`src/rsm_pkg.sv`:
```
// Package for the regulator status and interrupt mask register bank.
// Assumes an 8-bit register port driven by the serial interface engine.
package rsm_pkg;

   // ----------------------------------------------------------------
   // Register offsets
   // ----------------------------------------------------------------
   localparam logic [7:0] ADDR_TOP_FLAGS      = 8'h18;
   localparam logic [7:0] ADDR_RESET_FLAGS    = 8'h19;
   localparam logic [7:0] ADDR_SWITCHER_STAT  = 8'h1e;
   localparam logic [7:0] ADDR_LINREG_STAT    = 8'h1f;
   localparam logic [7:0] ADDR_TOP_MASK       = 8'h20;
   localparam logic [7:0] ADDR_RESET_MASK     = 8'h21;

   // ----------------------------------------------------------------
   // Field positions
   // ----------------------------------------------------------------
   localparam int SW0_INVALID_BIT     = 2;
   localparam int SW0_ILIM_BIT        = 0;
   localparam int LIN1_EN_BIT         = 7;
   localparam int LIN1_INVALID_BIT    = 6;
   localparam int LIN1_ILIM_BIT       = 4;
   localparam int LIN0_EN_BIT         = 3;
   localparam int LIN0_INVALID_BIT    = 2;
   localparam int LIN0_ILIM_BIT       = 0;
   localparam int PGOOD_BIT           = 7;
   localparam int SYNC_CLK_BIT        = 4;
   localparam int THERMAL_BIT         = 2;
   localparam int LOAD_MEAS_BIT       = 0;
   localparam int REG_RESET_BIT       = 0;

   // ----------------------------------------------------------------
   // Reset values
   // ----------------------------------------------------------------
   localparam logic [7:0] TOP_MASK_RESET   = 8'h90;
   localparam logic [7:0] RESET_MASK_RESET = 8'h01;
   localparam logic [7:0] READ_UNMAPPED    = 8'h00;

   // Which top mask bits are live event gates
   localparam logic [7:0] TOP_EVENT_BITS   = 8'h95;

endpackage

```
`src/rsm_flag.sv`:
```
// Single latched interrupt flag with write-one-to-clear.
// Assumes set and clear are synchronous one-cycle strobes.
`timescale 1ns/1ps

module rsm_flag
   import rsm_pkg::*;
(
   // Clock and reset
   input  wire logic ref_clk,
   input  wire logic arst_n,
   // Event and clear
   input  wire logic set_evt,
   input  wire logic clr_evt,
   // Latched state
   output logic      flag
);

   logic next_flag;

   // Set beats clear so an event in the clearing cycle survives
   always_comb
   begin
      next_flag = flag;
      if (set_evt)
      begin
         next_flag = 1'b1;
      end
      else if (clr_evt)
      begin
         next_flag = 1'b0;
      end
   end

   // Flag register
   always_ff @(posedge ref_clk or negedge arst_n)
   begin
      if (!arst_n)
      begin
         flag <= 1'b0;
      end
      else
      begin
         flag <= next_flag;
      end
   end

endmodule

```
`src/rsm_regs.sv`:
```
// Regulator status, event flags and interrupt mask registers.
// Assumes the serial interface engine presents single-cycle read and
// write strobes on an 8-bit register port, synchronous to ref_clk.
`timescale 1ns/1ps

// Behaviour
// Switcher status bit 2 shows converter 0 output invalid, read-only, zero at reset.
// Switcher status bit 0 shows converter 0 current limit, read-only, zero at reset.
// Linear status bits 7 and 3 show regulator 1 and 0 enable state.
// Linear status bits 6 and 2 show regulator 1 and 0 output invalid.
// Linear status bits 4 and 0 show regulator 1 and 0 current limit.
// Top mask bit 7 gates power-good interrupt; one suppresses; resets to one.
// Top mask bit 4 gates sync-clock detection interrupt; resets to one.
// Top mask bit 2 gates thermal warning interrupt; resets to zero.
// Top mask bit 0 gates load-measurement-ready interrupt; resets to zero.
// Masks only gate interrupts; raw status always tracks its condition.
// Reset mask bit 0 gates register-reset interrupt, defaults one, bits 7:1 reserved.
// Host writes to reset mask bit leave no effect; reloaded from OTP.
// Flags latch on their event; host clears a flag by writing one.
// Interrupt output high while any unmasked latched flag is set.
module rsm_regs
   import rsm_pkg::*;
(
   // Clock and reset
   input  wire logic       ref_clk,
   input  wire logic       arst_n,
   // Register port
   input  wire logic [7:0] reg_addr,
   input  wire logic       reg_wr,
   input  wire logic [7:0] reg_wdata,
   input  wire logic       reg_rd,
   output logic [7:0]      reg_rdata,
   output logic            reg_rvalid,
   // Raw switcher condition
   input  wire logic       sw0_output_invalid,
   input  wire logic       sw0_current_limited,
   // Raw linear regulator condition
   input  wire logic       linreg1_enabled,
   input  wire logic       linreg1_output_invalid,
   input  wire logic       linreg1_current_limited,
   input  wire logic       linreg0_enabled,
   input  wire logic       linreg0_output_invalid,
   input  wire logic       linreg0_current_limited,
   // Event strobes
   input  wire logic       power_good_event,
   input  wire logic       sync_clk_event,
   input  wire logic       thermal_warning_event,
   input  wire logic       load_meas_event,
   input  wire logic       reg_reset_event,
   // One-time-programmable mask value
   input  wire logic       otp_reset_irq_mask,
   // Interrupt
   output logic            irq
);

   // ----------------------------------------------------------------
   // Address decode helper
   // ----------------------------------------------------------------

   // Write strobe aimed at one register
   function automatic logic wr_hit(input logic [7:0] addr, input logic wr,
                                   input logic [7:0] target);
      wr_hit = wr && (addr == target);
   endfunction

   // ----------------------------------------------------------------
   // Mask registers
   // ----------------------------------------------------------------

   logic [7:0] top_event_mask;
   logic [7:0] next_top_event_mask;
   logic [7:0] reset_event_mask;
   logic [7:0] next_reset_event_mask;
   logic       otp_loaded;
   logic       next_otp_loaded;

   logic       power_good_irq_mask;
   logic       sync_clk_irq_mask;
   logic       thermal_warning_irq_mask;
   logic       load_meas_irq_mask;
   logic       reset_irq_mask;

   // Reserved mask bits are plain storage so read-back matches writes
   always_comb
   begin
      next_top_event_mask   = top_event_mask;
      next_reset_event_mask = reset_event_mask;
      next_otp_loaded       = 1'b1;
      if (wr_hit(reg_addr, reg_wr, ADDR_TOP_MASK))
      begin
         next_top_event_mask = reg_wdata;
      end
      if (wr_hit(reg_addr, reg_wr, ADDR_RESET_MASK))
      begin
         // Only the reserved upper bits take the host value
         next_reset_event_mask[7:1] = reg_wdata[7:1];
      end
      // Bit 0 follows OTP once, right after reset release
      if (!otp_loaded)
      begin
         next_reset_event_mask[REG_RESET_BIT] = otp_reset_irq_mask;
      end
   end

   // Mask storage; the OTP bit is sampled after release, never at reset
   always_ff @(posedge ref_clk or negedge arst_n)
   begin
      if (!arst_n)
      begin
         top_event_mask   <= TOP_MASK_RESET;
         reset_event_mask <= RESET_MASK_RESET;
         otp_loaded       <= 1'b0;
      end
      else
      begin
         top_event_mask   <= next_top_event_mask;
         reset_event_mask <= next_reset_event_mask;
         otp_loaded       <= next_otp_loaded;
      end
   end

   // Named views of the live gate bits
   assign power_good_irq_mask      = top_event_mask[PGOOD_BIT];
   assign sync_clk_irq_mask        = top_event_mask[SYNC_CLK_BIT];
   assign thermal_warning_irq_mask = top_event_mask[THERMAL_BIT];
   assign load_meas_irq_mask       = top_event_mask[LOAD_MEAS_BIT];
   assign reset_irq_mask           = reset_event_mask[REG_RESET_BIT];

   // ----------------------------------------------------------------
   // Latched event flags
   // ----------------------------------------------------------------

   logic power_good_flag;
   logic sync_clk_flag;
   logic thermal_warning_flag;
   logic load_meas_ready_flag;
   logic reg_reset_flag;
   logic top_clr;
   logic reset_clr;

   // Write-one-to-clear strobes
   assign top_clr   = wr_hit(reg_addr, reg_wr, ADDR_TOP_FLAGS);
   assign reset_clr = wr_hit(reg_addr, reg_wr, ADDR_RESET_FLAGS);

   // Flags latch even while masked, so unmasking later reveals history
   rsm_flag u_flag_pgood
   (
      .ref_clk (ref_clk),
      .arst_n  (arst_n),
      .set_evt (power_good_event),
      .clr_evt (top_clr && reg_wdata[PGOOD_BIT]),
      .flag    (power_good_flag)
   );

   rsm_flag u_flag_sync
   (
      .ref_clk (ref_clk),
      .arst_n  (arst_n),
      .set_evt (sync_clk_event),
      .clr_evt (top_clr && reg_wdata[SYNC_CLK_BIT]),
      .flag    (sync_clk_flag)
   );

   rsm_flag u_flag_thermal
   (
      .ref_clk (ref_clk),
      .arst_n  (arst_n),
      .set_evt (thermal_warning_event),
      .clr_evt (top_clr && reg_wdata[THERMAL_BIT]),
      .flag    (thermal_warning_flag)
   );

   rsm_flag u_flag_meas
   (
      .ref_clk (ref_clk),
      .arst_n  (arst_n),
      .set_evt (load_meas_event),
      .clr_evt (top_clr && reg_wdata[LOAD_MEAS_BIT]),
      .flag    (load_meas_ready_flag)
   );

   rsm_flag u_flag_reset
   (
      .ref_clk (ref_clk),
      .arst_n  (arst_n),
      .set_evt (reg_reset_event),
      .clr_evt (reset_clr && reg_wdata[REG_RESET_BIT]),
      .flag    (reg_reset_flag)
   );

   // ----------------------------------------------------------------
   // Status words
   // ----------------------------------------------------------------

   logic [7:0] switcher_status;
   logic [7:0] linear_reg_status;
   logic [7:0] top_flags;
   logic [7:0] reset_flags;

   // Raw conditions pass straight through; no mask bit touches them
   always_comb
   begin
      switcher_status                     = 8'h00;
      switcher_status[SW0_INVALID_BIT]    = sw0_output_invalid;
      switcher_status[SW0_ILIM_BIT]       = sw0_current_limited;
      linear_reg_status                   = 8'h00;
      linear_reg_status[LIN1_EN_BIT]      = linreg1_enabled;
      linear_reg_status[LIN0_EN_BIT]      = linreg0_enabled;
      linear_reg_status[LIN1_INVALID_BIT] = linreg1_output_invalid;
      linear_reg_status[LIN0_INVALID_BIT] = linreg0_output_invalid;
      linear_reg_status[LIN1_ILIM_BIT]    = linreg1_current_limited;
      linear_reg_status[LIN0_ILIM_BIT]    = linreg0_current_limited;
      top_flags                           = 8'h00;
      top_flags[PGOOD_BIT]                = power_good_flag;
      top_flags[SYNC_CLK_BIT]             = sync_clk_flag;
      top_flags[THERMAL_BIT]              = thermal_warning_flag;
      top_flags[LOAD_MEAS_BIT]            = load_meas_ready_flag;
      reset_flags                         = 8'h00;
      reset_flags[REG_RESET_BIT]          = reg_reset_flag;
   end

   // ----------------------------------------------------------------
   // Read path
   // ----------------------------------------------------------------

   logic [7:0] next_reg_rdata;
   logic       next_reg_rvalid;

   // Read mux; an unmapped address answers zero rather than stale data
   always_comb
   begin
      next_reg_rdata  = reg_rdata;
      next_reg_rvalid = reg_rd;
      if (reg_rd)
      begin
         if (reg_addr == ADDR_SWITCHER_STAT)
         begin
            next_reg_rdata = switcher_status;
         end
         else if (reg_addr == ADDR_LINREG_STAT)
         begin
            next_reg_rdata = linear_reg_status;
         end
         else if (reg_addr == ADDR_TOP_MASK)
         begin
            next_reg_rdata = top_event_mask;
         end
         else if (reg_addr == ADDR_RESET_MASK)
         begin
            next_reg_rdata = reset_event_mask;
         end
         else if (reg_addr == ADDR_TOP_FLAGS)
         begin
            next_reg_rdata = top_flags;
         end
         else if (reg_addr == ADDR_RESET_FLAGS)
         begin
            next_reg_rdata = reset_flags;
         end
         else
         begin
            next_reg_rdata = READ_UNMAPPED;
         end
      end
   end

   // Read data register; holds the last answer between reads
   always_ff @(posedge ref_clk or negedge arst_n)
   begin
      if (!arst_n)
      begin
         reg_rdata  <= READ_UNMAPPED;
         reg_rvalid <= 1'b0;
      end
      else
      begin
         reg_rdata  <= next_reg_rdata;
         reg_rvalid <= next_reg_rvalid;
      end
   end

   // ----------------------------------------------------------------
   // Interrupt output
   // ----------------------------------------------------------------

   logic next_irq;

   // Any flag whose mask bit is clear raises the line
   always_comb
   begin
      next_irq = (power_good_flag      && !power_good_irq_mask)
              || (sync_clk_flag        && !sync_clk_irq_mask)
              || (thermal_warning_flag && !thermal_warning_irq_mask)
              || (load_meas_ready_flag && !load_meas_irq_mask)
              || (reg_reset_flag       && !reset_irq_mask);
   end

   // Registered so the pin never glitches on mask or flag updates
   always_ff @(posedge ref_clk or negedge arst_n)
   begin
      if (!arst_n)
      begin
         irq <= 1'b0;
      end
      else
      begin
         irq <= next_irq;
      end
   end

endmodule

```
`config.mk`:
```
export PLATFORM = sky130hd
export DESIGN_NAME = rsm_regs
export DESIGN_NICKNAME = d
export VERILOG_FILES = /design/src/rsm_pkg.sv /design/src/rsm_flag.sv /design/src/rsm_regs.sv
export SDC_FILE = /design/constraint.sdc
export NUM_CORES = 1
export LEC_CHECK = 0
export BUFFER_PORTS_ARGS = -buffer_cell sky130_fd_sc_hd__buf_2
export CAP_MARGIN = 10
export CORE_UTILIZATION = 42
export CTS_BUF_LIST = sky130_fd_sc_hd__clkbuf_2 sky130_fd_sc_hd__clkbuf_4 sky130_fd_sc_hd__clkbuf_8
export DETAILED_ROUTE_END_ITERATION = 10
export GPL_ROUTABILITY_DRIVEN = 0
export GPL_TIMING_DRIVEN = 0
export PLACE_DENSITY = 0.69
export SLEW_MARGIN = 20
export SYNTH_ARGS = -nofsm -noshare
export SYNTH_HDL_FRONTEND = slang
export SYNTH_HIERARCHICAL = 1
export SYNTH_SLANG_ARGS = --single-unit
```
`constraint.sdc`:
```
create_clock -name ref_clk -period 1.8 [get_ports ref_clk]
set_input_delay 0.09 -clock ref_clk [delete_from_list [all_inputs] [get_ports ref_clk]]
set_output_delay 0.09 -clock ref_clk [all_outputs]
set_load 0.05 [all_outputs]
```
==> results of run 1 <==
[routing by layer]
layer  global-route usage [%]  vias to the layer above  part of all wire (%)
li1                         -                      639                     -
met1                     26.8                      633                    45
met3                     6.34                        5                   7.2
met5                        0                        -                     0
met2                     32.0                       52                    46
met4                     8.97                        0                   1.3
[per-stage QoR]
stage                     hold WS, ns  instances
after floorplan                -0.206        146
after global placement          0.168        237
after detailed placement        0.183        237
after CTS                      0.0307        252
after global routing           0.0427        252
final                          0.0331        252
[worst paths after layout]
| path | to | slack (ns) | depth (start not counted) |
|---|---|---|---|
| min in group asynchronous | top_event_mask[6] | 0.39 | 2 |
| max | reg_rdata[6] | 0.27 | 6 |
| min | reset_event_mask[0] | 0.03 | 2 |
| min reg2reg | reset_event_mask[0] | 0.50 | 1 |
| max reg2reg | irq | 0.52 | 3 |
| max in group asynchronous | u_flag_meas/flag | 0.96 | 2 |
[cell type report]
class	instances	area (µm²)	area share, %
Buffer	5	21.3	1.01
Clock buffer	6	82.6	3.92
Tap cell	48	60.1	2.85
Timing Repair Buffer	50	285	13.5
Multi-Input combinational cell	92	781	37.0
Sequential cell	32	805	38.2
Clock inverter	2	10.0	0.475
Inverter	17	63.8	3.03
[where the power goes]
group / internal [mW] / total [mW] / switching, mW / leakage [nW]
clock: 0.305 / 0.567 / 0.263 / 0.0510
sequential: 0.746 / 0.760 / 0.0144 / 0.396
combinational: 0.0845 / 0.182 / 0.0974 / 0.561
total: 1.14 / 1.51 / 0.375 / 1.01
[repair_timing]
item | in CTS | in global routing
setup endpoints to repair | 0 | 0
endpoints found under the hold margin | 35 | 0
hold buffers | 7 | 0
[synthesized netlist by cell type (3+ instances only)]
master and count:
o221ai_1 4, and2_1 5, nand4_1 4, inv_1 17, mux2_4 8, nand2_1 8, nand3_1 3, a21o_1 7
o22ai_1 4, dfrtp_1 29, nor2_1 4, and3_1 3, mux2_2 13, clkbuf_1 3, dfstp_2 3, a21oi_1 3
[registers in the layout, summed over array words and instances, names as in the netlist]
name,cells
u_flag_sync/flag,1
reg_rvalid,1
u_flag_pgood/flag,1
otp_loaded,1
u_flag_meas/flag,1
top_event_mask,8
u_flag_thermal/flag,1
reset_event_mask,8
u_flag_reset/flag,1
reg_rdata,8
irq,1
[cell families (layout without fill, tap and decap cells)]
group	after synthesis	in the layout	share of synthesized area (%)
buf+inv	22	80	5.09
flops	32	32	48.2
simple gates	40	40	16.4
mux	23	23	17.2
other cells	1	1	0.225
compound gates	28	28	13.0
[cell usage in the layout (no fill, tap or decap), drive strengths merged, types with 2 or more instances in the layout]
| cell type | n |
|---|---|
| clkinv | 2 |
| dlygate4sd3 | 7 |
| o22ai | 4 |
| nand4 | 5 |
| o221ai | 4 |
| clkbuf | 9 |
| nand2 | 8 |
| a21o | 7 |
| nor3 | 2 |
| dfstp | 3 |
| nand2b | 2 |
| nand3 | 4 |
| buf | 45 |
| inv | 17 |
| o2111ai | 2 |
| nor2 | 4 |
| and3 | 3 |
| mux2i | 2 |
| dfrtp | 29 |
| and2 | 5 |
| a31o | 2 |
| a21oi | 3 |
| mux2 | 21 |
| nor2b | 2 |
==> metrics, run 1 <==
CP max stage cell=dlygate4sd3_1; Final Max Slew Viols=0; post-synth cell types=38; DR vias/cell=between 5 and 6; # setup viols final=0; H-tree depth=2; first-pass detailed-route iteration total=4; pwr dens=716 nW/µm²; clock skew=0.00683 ns; Initial Utilization=44.6%; max incr delay on CP=0.52 ns; hpwl dp=about 2.8 mm; total core area=3740 µm²; Min Clock Period, post-route=1.53 ns; Fill cells=346; Antenna Cells=0; top post-synthesis cells by area=dfrtp_1, mux2_2, mux2_4; NumNets Final=237; first-pass GRT wire length=between 6 and 7 mm; HP Start=otp_reset_irq_mask; Peak VDD IR=roughly 0.38 mV; sequential share of the synthesized area=slightly below 50%; Die X=65.1 µm; die area=4230 µm²; Avg WL per Cell=15.4 µm; ys async rst share=between 90% and 100%; Top delay family on crit path=buffers and inverters; worst path arrival time=approximately 1.7 ns; Startpoint Class=input pin; Port-buffer cells=43; post-route antenna net violation count=0; Reg-to-Reg Start=reset_event_mask[0]; CTS Sinks=32; Worst Setup End Kind=register; Syn Nets=180; Most common cell on crit path=clkbuf_1; WP buf/inv=4; Placed Instance Area=roughly 2000 µm²; cell count after synthesis=between 100 and 150; layout cells sized above 1=between 40 and 50%; initial DRC count=72; row count=22; Worst slew margin=between 50 and 60%; TritonCTS clock tree=built; clk_lat worst skew=0.29 ns; CTS Root Cell=clkbuf_8; P_leak=1.01 nW; pre-CTS setup slack=0.224 ns; worst hold path type=input pin to register; vias in the first global route=1392; Post-Synthesis Cell Area=around 1700 µm²; Clock transition at path regs=0.07 ns; top_reg_cell synth=dfrtp_1; CTS buffer count=5; largest net degree at the start of global routing=33; Finished Cell Area=2110 µm²; io pins=44; CTS max path bufs=2; syn avg cell area=11.4 µm²; Setup Crit Path Kind=input pin to register; Resize count post-CTS=0; EDFF count, synth=0; Final Worst Setup Slack=0.274 ns; number of max-cap violations=0; area growth from synthesis to layout=26.2%; Max Clock Freq=655 MHz; endpoints failing hold=0; share of the synthesized area in the top cell type=roughly 43%; Final period util=84.8%; Worst Tran Pin Value=about 0.7 ns; Remaining DRCs=0; area leader, netlist=dfrtp_1; crit-path max FO=10; Post CTS Setup Buffer Count=0; RSZ-0062 raised after global routing=no; Worst EP required=between 1.5 and 2 ns; final core utilization=56.3%; total global routing track utilization=between 20% and 30%; setup_tns=0 ns; initial antenna violation count=0; Ys Warns=6; Total Power=~1.5 mW; die height=65.1 µm; post-synthesis register bit count=32; vias=1329; outcome=finished clean; Overflow after GRT=0; launch point of the worst path=reg_rd; sequence of cells on the critical path=dlygate4sd3_1 > buf_2 > clkbuf_1 > clkbuf_1 > nand4_1 > o221ai_1; final wirelength=3.88 mm
Note: power is estimated with default switching activity, not from simulation.
==> run 2, diff against run 1 <==
--- a/config.mk
+++ b/config.mk
@@ -5,6 +5,7 @@
 export SDC_FILE = /design/constraint.sdc
 export NUM_CORES = 1
 export LEC_CHECK = 0
+export ABC_AREA = 1
 export BUFFER_PORTS_ARGS = -buffer_cell sky130_fd_sc_hd__buf_2
 export CAP_MARGIN = 10
 export CORE_UTILIZATION = 42
==> constraint.sdc (replaced) <==
create_clock -name ref_clk -period 1.5 [get_ports ref_clk]
set_input_delay 0.075 -clock ref_clk [delete_from_list [all_inputs] [get_ports ref_clk]]
set_output_delay 0.075 -clock ref_clk [all_outputs]
set_load 0.05 [all_outputs]
==> run 2 against run 1 <==
Die area is 2.9% higher. Largest power group unchanged. Sequential power increased by 19%. Sequential share of layout area fell by 1.2 points. Clock power rose by 45%. Register-to-register slack got worse by 0.14 ns. Routed wire length decreased by 6.8%. Combinational power grew 5%. Highest routed layer unchanged. Synthesized cell count grew 50%. First-iteration DRC count grew 92%.
==> metrics, run 2 <==
outcome=finished clean; Simple-Gate Fraction of Synth Area=32.2% (+16 points); setup_tns=0 ns (unchanged); Min Clock Period, post-route=1.12 ns; Reg2Reg Depth=4 (+1); worst hold path type=input pin to register; Sequential Area=805 µm² (unchanged); first-pass GRT wire length=6.16 mm (-5.3%); TritonCTS clock tree=built; most common cell after layout, fill and taps aside=nand2_1; post-synthesis mux area share=0% (-17 points); sequential share of the synthesized area=46.8% (-1.4 points); number of max-cap violations=0 (unchanged); worst path arrival time=1.29 ns (-0.43 ns); initial antenna violation count=0 (unchanged); Avg WL per Cell=11.1 µm (-28%); Initial Utilization=45.3% (+0.67 points); Clock transition at path regs=0.06 ns (about the same); ys async rst share=100% (unchanged); area growth from synthesis to layout=26.5%; hpwl dp=2.67 mm (-5.7%); initial DRC count=138 (+92%); Post-Synthesis Cell Area=1720 µm² (+3.0%); vias=1488 (+12%); Reg-to-Reg Start=top_event_mask[7]; post-synthesis compound-gate area fraction=11.1% (-1.8 points); adder-cell share of the synthesized area=0% (unchanged); Final Worst Setup Slack=0.378 ns (+0.104 ns); CTS buffer count=5 (unchanged); NumNets Final=310 (+31%); launch point of the worst path=top_event_mask[7]; Worst EP required=1.67 ns (-0.32 ns); total core area=3800 µm² (+1.5%); P_leak=1.21 nW (+21%); Resize count post-CTS=0 (unchanged); critical path endpoint=irq; CTS max path bufs=2 (unchanged); Fill cells=371 (+7.2%); Max Clock Freq=891 MHz; first-pass detailed-route iteration total=4 (unchanged); Die X=66 µm (+1.4%); multi-input logic area=749 µm² (-4.0%); syn avg cell area=7.86 µm² (-31%); Ys Warns=6 (unchanged); Antenna Cells=0 (unchanged); DR vias/cell=4.58 (-13%); Largest regs=reg_rdata x8, reset_event_mask x8, top_event_mask x8; R2R Path End=irq; RSZ-0062 raised after global routing=no; post-synth cell types=22 (-42%); H-tree depth=2 (unchanged); Overflow after GRT=0 (unchanged); commonest cells in the netlist=nand2_1, inv_1, dfrtp_1, nor2_1, o21ai_2; Total Power=1.92 mW (+27%); Port-buffer cells=43 (unchanged); Final period util=74.8%; top_reg_cell synth=dfrtp_1; share of the synthesized area in the top cell type=42.2% (-1.3 points); clk_lat worst skew=0.29 ns (about the same); Worst Tran Pin Value=0.691 ns (-0.0112 ns); total global routing track utilization=19.5% (-1.3 points); crit-path max FO=2 (-8); # setup viols final=0 (unchanged); CTS Root Cell=clkbuf_8; row count=22 (unchanged); CTS Sinks=32 (unchanged); Peak VDD IR=0.494 mV (+29%); EDFF count, synth=0 (unchanged); clock skew=0.00653 ns (-0.000305 ns); largest family of logic cells by synthesized area=simple AND/OR/NAND/NOR gates; area leader, netlist=dfrtp_1; Setup Crit Path Kind=register to register; Startpoint Class=register; die area=4360 µm² (+2.9%); xor and xnor fraction of the mapped netlist area=0% (unchanged); Final Max Slew Viols=0 (unchanged); Worst Setup End Kind=register; most frequent cell after synthesis=nand2_1; final wirelength=3.61 mm (-6.8%); most frequent cells in the layout=nand2_1, buf_2, inv_1; top post-synthesis cells by area=dfrtp_1, nand2_1, o21ai_2; R2R setup slack=0.38 ns (-0.14 ns); Remaining DRCs=0 (unchanged); pwr dens=883 nW/µm² (+23%); pre-CTS setup slack=0.271 ns (+0.0464 ns); layout cells sized above 1=35.4% (-7.8 points); vias in the first global route=1359 (-2.4%); post-synthesis register bit count=32 (unchanged); cell count after synthesis=219 (+50%); largest net degree at the start of global routing=33 (unchanged); post-route antenna net violation count=0 (unchanged); Syn Nets=253 (+41%); die height=66 µm (+1.4%); HP Start=otp_reset_irq_mask; endpoints failing hold=0 (unchanged); io pins=44 (unchanged); Worst slew margin=53.9% (+0.74 points)
## run 2: how the worst min path moves through the flow
stage | end | slack, ns | cells after the start
after floorplan | irq | -0.22 | 0
after global placement | u_flag_sync/flag | 0.16 | 1
after detailed placement | reset_event_mask[4] | 0.17 | 1
after CTS | reset_event_mask[0] | 0.02 | 3
after global routing | top_event_mask[7] | 0.06 | 3
final | reset_event_mask[0] | 0.02 | 3
## run 2: cell type report
class | count | share of cell area [%]
Sequential cell | 32 | 37.0
Multi-Input combinational cell | 148 | 34.4
Timing Repair Buffer | 50 | 13.1
Inverter | 37 | 6.61
Clock buffer | 6 | 3.51
Tap cell | 48 | 2.76
Clock inverter | 2 | 1.61
Buffer | 2 | 1.03
## run 2: metal layers
layer / up-vias / wire [µm] / global-route usage (%) / share of wire [%]
met1: 671 / 1730 / 25.4 / 48
li1: 778 / - / - / -
met2: 34 / 1640 / 29.7 / 45
met3: 5 / 170 / 5.69 / 4.7
met4: 0 / 73 / 8.78 / 2.0
met5: - / 0 / 0 / 0
## run 2: cells by family (layout without fill, tap and decap cells)
| family | Yosys count | after routing |
|---|---|---|
| DFF | 32 | 32 |
| AOI/OAI and AO/OA | 25 | 25 |
| buffers and inverters | 39 | 97 |
| and+or+nand+nor | 122 | 122 |
| other | 1 | 1 |
## run 2: worst max-delay path, stage by stage (launching register included)
cell      delay, ns
dfstp_2        0.53
inv_1          0.05
nand2_1        0.05
o211ai_1       0.11
a221o_1        0.27
## run 2: through the flow
stage	util [%]	hold slack, ns	instance area (µm²)	instances
6_report	57.3	0.0209	2180	325
5_1_grt	57.3	0.0604	2180	325
4_1_cts	57.3	0.0176	2180	325
3_5_place_dp	52.5	0.171	2000	310
3_3_place_gp	52.5	0.162	2000	310
2_1_floorplan	-	-0.221	1720	219
## run 2: repair_timing
action | 4_1_cts | 5_1_grt
buffers inserted | 0 | 0
hold buffers | 7 | 0
hold endpoints to repair | 35 | 0
## run 2: where the power goes
part	switching, mW	internal, mW	leakage (nW)
Clock	0.313	0.510	0.0586
Combinational	0.115	0.0776	0.758
Sequential	0.0143	0.893	0.398
==> run 3, diff against run 2 <==
==> constraint.sdc (replaced) <==
create_clock -name ref_clk -period 1.1 [get_ports ref_clk]
set_input_delay 0.055 -clock ref_clk [delete_from_list [all_inputs] [get_ports ref_clk]]
set_output_delay 0.055 -clock ref_clk [all_outputs]
set_load 0.05 [all_outputs]
==> run 3 against run 2 <==
The run now ends with negative setup slack left. Setup slack got worse by 0.39 ns. Sequential power increased by 37%. First-iteration DRC count decreased by 30%. Register-to-register slack got worse by 0.39 ns. Clock skew about the same.
==> metrics, run 3 (synthesis gave the netlist of run 2 again) <==
max incr delay on CP=0.54 ns (about the same); most frequent cells in the layout=nand2_1, buf_2, inv_1, dfrtp_1; die height=66 µm (unchanged); final core utilization=57.7% (+0.40 points); Final period util=101% (+26 points); Worst Tran Pin Value=0.691 ns (+0.000111 ns); Overflow after GRT=0 (unchanged); P_leak=1.22 nW (+0.40%); WP buf/inv=1 (unchanged); vias=1485 (-0.20%); Die X=66 µm (unchanged); clock skew=0.00646 ns (-0.0000604 ns); total core area=3800 µm² (unchanged); Min Clock Period, post-route=1.11 ns (-0.0133 ns); total global routing track utilization=19.5% (+0.073 points); Worst Setup End Kind=register; Port-buffer cells=43 (unchanged); Avg WL per Cell=11.1 µm (+0.13%); Max Clock Freq=902 MHz (+1.2%); Post CTS Setup Buffer Count=0 (unchanged); initial DRC count=97 (-30%); most common cell after layout, fill and taps aside=nand2_1; layout cells sized above 1=36.7% (+1.3 points); Final Worst Setup Slack=-0.00896 ns (-0.387 ns); CTS max path bufs=2 (unchanged); largest net degree at the start of global routing=33 (unchanged); hpwl dp=2.67 mm (unchanged); outcome=finished, violations left; die area=4360 µm² (unchanged); io pins=44 (unchanged); Fill cells=369 (-0.54%); CTS Root Cell=clkbuf_8; Remaining DRCs=0 (unchanged); first-pass GRT wire length=6.19 mm (+0.45%); sequence of cells on the critical path=inv_2 > nand2_1 > o211ai_1 > a221o_1; clk_lat worst skew=0.29 ns (about the same); Peak VDD IR=0.674 mV (+36%); failing checks=negative setup slack; area growth from synthesis to layout=27.4%; NumNets Final=311 (+0.32%); endpoints failing hold=0 (unchanged); Total Power=2.63 mW (+37%); number of max-cap violations=0 (unchanged); worst hold slack=0.0388 ns (+0.0179 ns); Worst EP required=1.27 ns (-0.40 ns); post-route antenna net violation count=0 (unchanged); Finished Cell Area=2190 µm² (+0.69%); RSZ-0062 raised after global routing=yes; worst hold path type=input pin to register; CTS Sinks=32 (unchanged); Final Max Slew Viols=0 (unchanged); row count=22 (unchanged); first-pass detailed-route iteration total=4 (unchanged); H-tree depth=2 (unchanged); Placed Instance Area=2000 µm² (unchanged); Antenna Cells=0 (unchanged); # setup viols final=1 (+1); Worst slew margin=53.9% (about the same); vias in the first global route=1365 (+0.44%); Initial Utilization=45.3% (unchanged); final wirelength=3.63 mm (+0.44%); CP max stage cell=dfstp_2; CTS buffer count=5 (unchanged); Largest regs=reg_rdata x8, reset_event_mask x8, top_event_mask x8; pwr dens=1200 nW/µm² (+36%); TritonCTS clock tree=built; crit-path max FO=2 (unchanged); DR vias/cell=4.56 (-0.51%); Clock transition at path regs=0.06 ns (about the same); worst path arrival time=1.28 ns (about the same); Top delay family on crit path=flip-flops; Startpoint Class=register; initial antenna violation count=0 (unchanged); Setup Crit Path Kind=register to register
## run 3: cell count changes in the layout (fill, tap and decap cells not counted)
cell	delta
nand2_2	+2
nand2_1	-2
inv_2	+2
inv_1	-2
dlygate4sd3_1	+1
## run 3: power by group
group | total [mW] | internal (mW) | switching (mW)
registers | 1.24 | 1.22 | 0.0202
logic | 0.266 | 0.109 | 0.158
clock network | 1.12 | 0.696 | 0.426
total | 2.63 | 2.02 | 0.604
## run 3: path summary, 6_finish.rpt
path / from / to / slack, ns / cells after the start
worst max-delay path: top_event_mask[4] / irq / -0.009 / 4
worst min-delay path: reg_wdata[7] / top_event_mask[7] / 0.04 / 3
worst max register to register: top_event_mask[4] / irq / -0.009 / 4
worst min register to register: otp_loaded / reset_event_mask[0] / 0.41 / 1
max in group asynchronous: arst_n / u_flag_sync/flag / 0.31 / 2
min in group asynchronous: arst_n / reg_rdata[7] / 0.35 / 2
## run 3: layer usage
layer  track usage [%]  vias to the layer above  wire (µm)
met3              5.69                        5        165
met5                 0                        -          0
li1                  -                      783          -
met1              25.5                      665       1760
met2              29.8                       32       1630
met4              8.78                        0         73
## run 3: area by class of cell
cell class                 instances  area, µm²  share of cell area, %
sequential                        32        805                   36.7
multi-input combinational        148        754                   34.4
timing repair buffer              51        295                   13.5
inverter                          37        144                   6.56
clock buffer                       6       76.3                   3.48
tap                               48       60.1                   2.74
clock inverter                     2       35.0                   1.60
buffer                             2       22.5                   1.03
## run 3: timing repair
item,in CTS,in global routing
endpoints found under the setup margin,1,3
pin swaps,1,0
hold buffers,8,0
hold endpoints to repair,36,0
resized for setup,2,2
## run 3: stage by stage
step	cells	setup TNS [ns]	setup WS, ns
final	326	-0.00896	-0.00896
after global routing	326	-0.0602	-0.0602
after CTS	326	-0.0151	-0.0151
after detailed placement	310	-0.609	-0.109
after global placement	310	-0.381	-0.0799
after floorplan	219	0	0.0653
## run 3: tightest hold or removal path, cell delays in order
cell	delay, ns
buf_2	0.09
inv_1	0.10
o21ai_2	0.07
